===== src/tom_regs.vh =====
// constants for the top-of-memory region decoder
// assumes a model-specific register port with indexed selects
`ifndef TOM_REGS_VH
`define TOM_REGS_VH
`define TOM_ADDR_W       52
`define TOM_LIM_HI       51
`define TOM_LIM_LO       23
`define TOM_FOUR_GIB_BIT 32
`define TOM_SEL_LOW      2'h0
`define TOM_SEL_HIGH     2'h1
`define TOM_SEL_CFG      2'h2
`define TOM_CFG_LOW_EN   20
`define TOM_CFG_HIGH_EN  21
`define TOM_TYPE_RD_BIT  4
`define TOM_TYPE_WR_BIT  3
`define TOM_LIM_RESET    64'h0000_0000_0000_0000
`define TOM_CFG_RESET    64'h0000_0000_0000_0000
`define TOM_LIM_W        64
`define TOM_LIM_CNT      2
`define TOM_SLOT_LOW     0
`define TOM_SLOT_HIGH    1
`define TOM_MT_HI        2
`define TOM_MT_LO        0
`define TOM_UNMAPPED_RD  64'h0000_0000_0000_0000
`define TOM_RDATA_RESET  64'h0000_0000_0000_0000
`define TOM_MT_RESET     3'h0
`endif


===== src/tom_decoder.v =====
// top-of-memory region decoder with its limit and configuration registers
// assumes a one-cycle access request and a model-specific register port
// limits and configuration reset to zero, so every access starts as io
`timescale 1ns/100ps
`default_nettype none
`include "tom_regs.vh"
module tom_decoder #(
	parameter PA_W = `TOM_ADDR_W
) (
	input  wire            ref_clk_i,
	input  wire            reset_i,
	input  wire            reg_wr_i,
	input  wire            reg_rd_i,
	input  wire [1:0]      reg_sel_i,
	input  wire [63:0]     reg_wdata_i,
	output reg  [63:0]     reg_rdata_o,
	output reg             reg_ack_o,
	input  wire            acc_valid_i,
	input  wire [PA_W-1:0] acc_addr_i,
	input  wire            acc_write_i,
	input  wire [4:0]      acc_type_i,
	output reg             acc_valid_o,
	output reg             acc_to_mem_o,
	output reg             acc_in_limit_o,
	output reg  [2:0]      acc_mem_type_o
);
	// storage for the two limits and the configuration word
	reg  [63:0]  low_memory_limit;
	reg  [63:0]  high_memory_limit;
	reg  [63:0]  system_configuration_register;

	// register port decode
	wire         sel_low;
	wire         sel_high;
	wire         sel_cfg;
	wire         wr_low;
	wire         wr_high;
	wire         wr_cfg;
	wire         reg_strobe;
	reg  [63:0]  next_rdata;

	// both limits side by side, low in the bottom word
	wire [127:0] limit_flat;
	wire [1:0]   limit_below;
	wire         low_limit_enable;
	wire         high_limit_enable;
	wire         below_low;
	wire         below_high;

	// address space split at the 4 GiB edge
	wire         above_4g;
	wire         low_space;

	// decision terms
	reg          in_low_region;
	reg          in_high_region;
	reg          region_hit;
	reg          rd_route;
	reg          wr_route;
	reg          route_bit;
	reg          next_valid;
	reg          next_in_limit;
	reg          next_to_mem;
	reg  [2:0]   next_mem_type;

	genvar       gi;

	// enables live in the configuration word
	assign low_limit_enable  = system_configuration_register[`TOM_CFG_LOW_EN];
	assign high_limit_enable = system_configuration_register[`TOM_CFG_HIGH_EN];

	assign sel_low    = (reg_sel_i == `TOM_SEL_LOW);
	assign sel_high   = (reg_sel_i == `TOM_SEL_HIGH);
	assign sel_cfg    = (reg_sel_i == `TOM_SEL_CFG);
	assign wr_low     = reg_wr_i & sel_low;
	assign wr_high    = reg_wr_i & sel_high;
	assign wr_cfg     = reg_wr_i & sel_cfg;
	assign reg_strobe = reg_wr_i | reg_rd_i;

	assign limit_flat = {high_memory_limit, low_memory_limit};

	// one comparator per limit, limit field only
	generate
		for (gi = 0; gi < `TOM_LIM_CNT; gi = gi + 1) begin : g_limit
			tom_cmp #(
				.PA_W(PA_W)
			) u_cmp (
				.addr_i  (acc_addr_i),
				.limit_i (limit_flat[gi*`TOM_LIM_W +: `TOM_LIM_W]),
				.below_o (limit_below[gi])
			);
		end
	endgenerate

	assign below_low  = limit_below[`TOM_SLOT_LOW];
	assign below_high = limit_below[`TOM_SLOT_HIGH];

	assign above_4g  = |acc_addr_i[PA_W-1:`TOM_FOUR_GIB_BIT];
	assign low_space = ~above_4g;

	// each region only counts while its limit is enabled
	always @* begin
		in_low_region  = low_space & low_limit_enable & below_low;
		in_high_region = above_4g & high_limit_enable & below_high;
		region_hit     = in_low_region | in_high_region;
	end

	// per-direction routing bits of the effective type
	always @* begin
		rd_route = acc_type_i[`TOM_TYPE_RD_BIT];
		wr_route = acc_type_i[`TOM_TYPE_WR_BIT];
		if (acc_write_i) begin
			route_bit = wr_route;
		end else begin
			route_bit = rd_route;
		end
	end

	// memory only where both the limit and the type say so
	always @* begin
		next_valid    = acc_valid_i;
		next_in_limit = acc_valid_i & region_hit;
		next_to_mem   = acc_valid_i & region_hit & route_bit;
		next_mem_type = acc_type_i[`TOM_MT_HI:`TOM_MT_LO];
	end

	// read data holds until the next read; unmapped select reads zero
	always @* begin
		next_rdata = reg_rdata_o;
		if (reg_rd_i) begin
			case (reg_sel_i)
			`TOM_SEL_LOW: begin
				next_rdata = low_memory_limit;
			end
			`TOM_SEL_HIGH: begin
				next_rdata = high_memory_limit;
			end
			`TOM_SEL_CFG: begin
				next_rdata = system_configuration_register;
			end
			default: begin
				next_rdata = `TOM_UNMAPPED_RD;
			end
			endcase
		end
	end

	// reserved bits are kept for read-back, never decoded
	always @(posedge ref_clk_i or posedge reset_i) begin
		if (reset_i) begin
			low_memory_limit <= `TOM_LIM_RESET;
		end else if (wr_low) begin
			low_memory_limit <= reg_wdata_i;
		end
	end

	always @(posedge ref_clk_i or posedge reset_i) begin
		if (reset_i) begin
			high_memory_limit <= `TOM_LIM_RESET;
		end else if (wr_high) begin
			high_memory_limit <= reg_wdata_i;
		end
	end

	always @(posedge ref_clk_i or posedge reset_i) begin
		if (reset_i) begin
			system_configuration_register <= `TOM_CFG_RESET;
		end else if (wr_cfg) begin
			system_configuration_register <= reg_wdata_i;
		end
	end

	// register port answers one cycle after the strobe
	always @(posedge ref_clk_i or posedge reset_i) begin
		if (reset_i) begin
			reg_ack_o   <= 1'b0;
			reg_rdata_o <= `TOM_RDATA_RESET;
		end else begin
			reg_ack_o   <= reg_strobe;
			reg_rdata_o <= next_rdata;
		end
	end

	// access answer one cycle after the request
	always @(posedge ref_clk_i or posedge reset_i) begin
		if (reset_i) begin
			acc_valid_o <= 1'b0;
		end else begin
			acc_valid_o <= next_valid;
		end
	end

	// region flag, low when no access
	always @(posedge ref_clk_i or posedge reset_i) begin
		if (reset_i) begin
			acc_in_limit_o <= 1'b0;
		end else begin
			acc_in_limit_o <= next_in_limit;
		end
	end

	// routing verdict, io when no access
	always @(posedge ref_clk_i or posedge reset_i) begin
		if (reset_i) begin
			acc_to_mem_o <= 1'b0;
		end else begin
			acc_to_mem_o <= next_to_mem;
		end
	end

	// type passes through beside the verdict
	always @(posedge ref_clk_i or posedge reset_i) begin
		if (reset_i) begin
			acc_mem_type_o <= `TOM_MT_RESET;
		end else begin
			acc_mem_type_o <= next_mem_type;
		end
	end
endmodule // tom_decoder
`default_nettype wire


===== src/tom_cmp.v =====
// limit comparator: address below an 8 MiB aligned limit field
// assumes address and limit share the implemented width
`timescale 1ns/100ps
`default_nettype none
`include "tom_regs.vh"
module tom_cmp #(
	parameter PA_W = `TOM_ADDR_W
) (
	input  wire [PA_W-1:0] addr_i,
	input  wire [63:0]     limit_i,
	output wire            below_o
);
	// only the limit field and implemented bits take part
	wire [PA_W-1:`TOM_LIM_LO] lim_field = limit_i[PA_W-1:`TOM_LIM_LO];
	assign below_o = addr_i[PA_W-1:`TOM_LIM_LO] < lim_field;
endmodule // tom_cmp
`default_nettype wire


===== config.mk =====
export PLATFORM = sky130hd
export DESIGN_NAME = tom_decoder
export DESIGN_NICKNAME = d
export VERILOG_FILES = /design/src/tom_decoder.v /design/src/tom_cmp.v
export VERILOG_INCLUDE_DIRS = /design/src
export SDC_FILE = /design/constraint.sdc
export NUM_CORES = 1
export LEC_CHECK = 0
export BUFFER_PORTS_ARGS = -buffer_cell sky130_fd_sc_hd__clkbuf_2
export CAP_MARGIN = 25
export CORE_MARGIN = 2
export CORE_UTILIZATION = 60
export DETAILED_ROUTE_END_ITERATION = 8
export PLACE_DENSITY_LB_ADDON = 0.15
export SETUP_SLACK_MARGIN = 0.02
export SYNTH_ARGS = -nofsm -noshare
export SYNTH_HDL_FRONTEND = slang
export SYNTH_HIERARCHICAL = 1
export SYNTH_SLANG_ARGS = --single-unit

===== constraint.sdc =====
create_clock -name ref_clk_i -period 12.7 [get_ports ref_clk_i]
set_clock_uncertainty 0.2 [all_clocks]
set_input_delay 1.27 -clock ref_clk_i [delete_from_list [all_inputs] [get_ports ref_clk_i]]
set_output_delay 1.27 -clock ref_clk_i [all_outputs]
set_load 0.05 [all_outputs]

==> flow_summary.ini <==
[logic_synthesis]
syn_avg_cell_area_um2 = 11.8
ys.flop_type = dfrtp_1
ys_top_cells_by_area = dfrtp_1 53%, mux2_2 18%, a21oi_1 6.2%
yosysTopAreaCellShare_pct = 53.3
ys_seq_area_share_pct = 53.3
synth_cells = 1048
ys_ff_latch = 263
ys_types = 30
synth.most_common_cell = dfrtp_1
yosys_warnings = 6
synth_commonest_cells = 263 x dfrtp_1, 192 x mux2_2, 152 x a21oi_1
synth_edf_count = 0
syn_nets = 1233
yosysTopAreaCell = dfrtp_1
syn_area_um2 = 12300
synthArstFlopShare_pct = 100

[placed_design]
hpwl_mm = 16.7
port_buffers = 176
dp.cells = 1449
place.gp.congestion = 0.815

[power_and_ir_drop]
netSwitchingPower_w = 0.000742
p_sw_share_pct = 29.7
ir_drop_uv = 193
power.share.sequential_pct = 42.9
internal-power_w = 0.00176
pwr-share-comb_pct = 21.6
clkPwrFrac_pct = 35.5
leakage_nw = 6.97
power_density_nw_per_um2 = 173

[clock_tree]
numCtsBuffers = 28
cts.sink_count = 263
clk_pin_slew_ns = 0.06
postCtsHoldBufs = 0
root_buffer = clkbuf_16
cts.repair.resized = 0
clk_latency_ns = 0.55
tritoncts = yes
postCtsSetupBuffers = 0
cts_buffer_depth = 3
cts.htree.levels = 1

[sta]
hold_viol_final = 0
slew_viol_final = 0
final.period_utilization_pct = 26.0
setup-violations-final = 0
worst_pin_slew_ns = 0.906
slew_headroom_pct = 39.6
fin_setup_tns_ns = 0
rsz0062_at_grt = no
fmax_ghz = 0.303
period_needed_ns = 3.30

[drt]
wire_per_inst_um = 18.0
routed_wl_mm = 27.0
drc = 0
top_layer = met4
dr_wl_met3_mm = 1.35
first_pass_iters = 4
vias_per_cell = 5.62
wl_met2_mm = 13.1
ant_nets = 0
vias = 8452
drt_iter0_drc = 313
wl_met1_mm = 11.8

[critical_path]
r2r-end = acc_to_mem_o
crit_arrival_ns = 3.58
r2r_start = low_memory_limit[49]
r2r_setup_slack_ns = 10.05
crit_path_end_kind = flip-flop
reg2regPathDepth = 10
crit_required_ns = 12.98
path_class = in -> reg
cp-start-kind = input port
cp_max_fo = 67

[global_route]
grt_pass1_wl_mm = 44.8
first_global_vias = 8794
grt_usage_pct = 25.6
antenna_found_initial = 1
grt_max_degree = 121
overflow = 0

[job]
max_cap_viol_count = 0

[cells_and_area]
nets = 1397
syn_to_final_growth_pct = 17.1
fillCellCount = 1509
instances_no_fill = 1504
layout-drive-gt1-share_pct = 35.7

[die]
row_count = 52
boundaryPins = 200
die_x_um = 147
die_height_um = 147
initial_core_util_pct = 61.0
design.core.area_um2 = 20200
die_area_um2 = 21700

[worst_hold_path]
holdPathEnd = system_configuration_register[16]
hold_class = reg -> reg
holdPathStages = 1
hold_path.startpoint = system_configuration_register[16]

[status]
status = complete, no violations
layout make-up:
type	count	area, um^2	share of cell area [%]
clock buffer	38	818	5.66
timing repair buffer	189	1030	7.11
clock inverter	13	209	1.45
sequential	263	6580	45.5
multi-input combinational	673	5260	36.4
tap	270	338	2.34
inverter	57	221	1.53
antenna	1	2.50	0.0173
logic make-up after synthesis:
group | Yosys count | share of synthesized area [%]
buffers and inverters | 112 | 4.21
AO/OA/AOI/OAI | 183 | 7.83
flip-flops | 263 | 53.3
multiplexers | 258 | 22.9
adder cells (fa/ha/maj) | 56 | 5.68
AND/OR/NAND/NOR | 176 | 6.09
flip-flops by register name, indices dropped and copies added (netlist names):
name	cells
low_memory_limit	64
high_memory_limit	64
acc_in_limit_o	1
reg_ack_o	1
acc_valid_o	1
acc_to_mem_o	1
system_configuration_register	64
acc_mem_type_o	3
reg_rdata_o	64
cells in the final DEF (no fill, tap or decap), types with 3 or more instances in the layout:
| cell | n |
|---|---|
| clkbuf_16 | 28 |
| nor2_1 | 135 |
| o21ai_0 | 10 |
| clkbuf_2 | 174 |
| nand2_1 | 17 |
| inv_1 | 56 |
| nand4_1 | 6 |
| ha_1 | 56 |
| buf_4 | 12 |
| nand3_1 | 3 |
| a21o_1 | 10 |
| a21oi_1 | 152 |
| dfrtp_1 | 263 |
| nor4_2 | 5 |
| a31oi_1 | 4 |
| clkbuf_8 | 8 |
| mux2i_1 | 66 |
| mux2_2 | 192 |
| bufinv_16 | 5 |
| clkinv_2 | 5 |
per-layer routing:
layer  vias up  GRT usage (%)
li1       4002              -
met5         -              0
met4         0           6.97
met1      4210           34.0
met3        49           4.63
met2       191           43.8
how the worst max path moves through the flow:
stage                            start               endpoint  cells past startpoint
after floorplan                reset_i         acc_in_limit_o                      1
after global placement    reg_sel_i[0]  high_memory_limit[63]                      5
after detailed placement  reg_sel_i[0]  high_memory_limit[47]                      5
after CTS                 reg_sel_i[0]  high_memory_limit[23]                      5
after global routing      reg_sel_i[0]        reg_rdata_o[31]                      6
final                     reg_sel_i[0]        reg_rdata_o[41]                      6
power groups by stage:
stage	registers, W	logic [W]	clock network, W
2_1_floorplan	0.00118	0.000301	0
3_3_place_gp	0.00108	0.000525	0
3_5_place_dp	0.00108	0.000541	0
4_1_cts	0.00107	0.000544	0.000905
5_1_grt	0.00109	0.000598	0.000937
6_report	0.00107	0.000541	0.000887
critical path, cell delays in order:
cell	delay (ns)
clkbuf_2	0.09
buf_4	0.68
nor2b_4	0.32
buf_4	0.73
a21oi_1	0.25
a21oi_1	0.19
metrics by stage:
step / instance area (um^2) / total power (W) / utilization [%] / hold slack [ns] / worst slack, ns
detailed placement: 13400 / 0.00163 / 66.0 / 0.293 / 8.86
global route: 14500 / 0.00263 / 71.5 / 0.312 / 9.28
floorplan: 12300 / 0.00148 / - / 0.279 / 3.99
global placement: 13400 / 0.00160 / 66.0 / 0.286 / 8.88
finish: 14500 / 0.00250 / 71.5 / 0.304 / 9.40
CTS: 14400 / 0.00252 / 71.1 / 0.307 / 9.40
No activity file was read; power rests on OpenSTA's default activity.
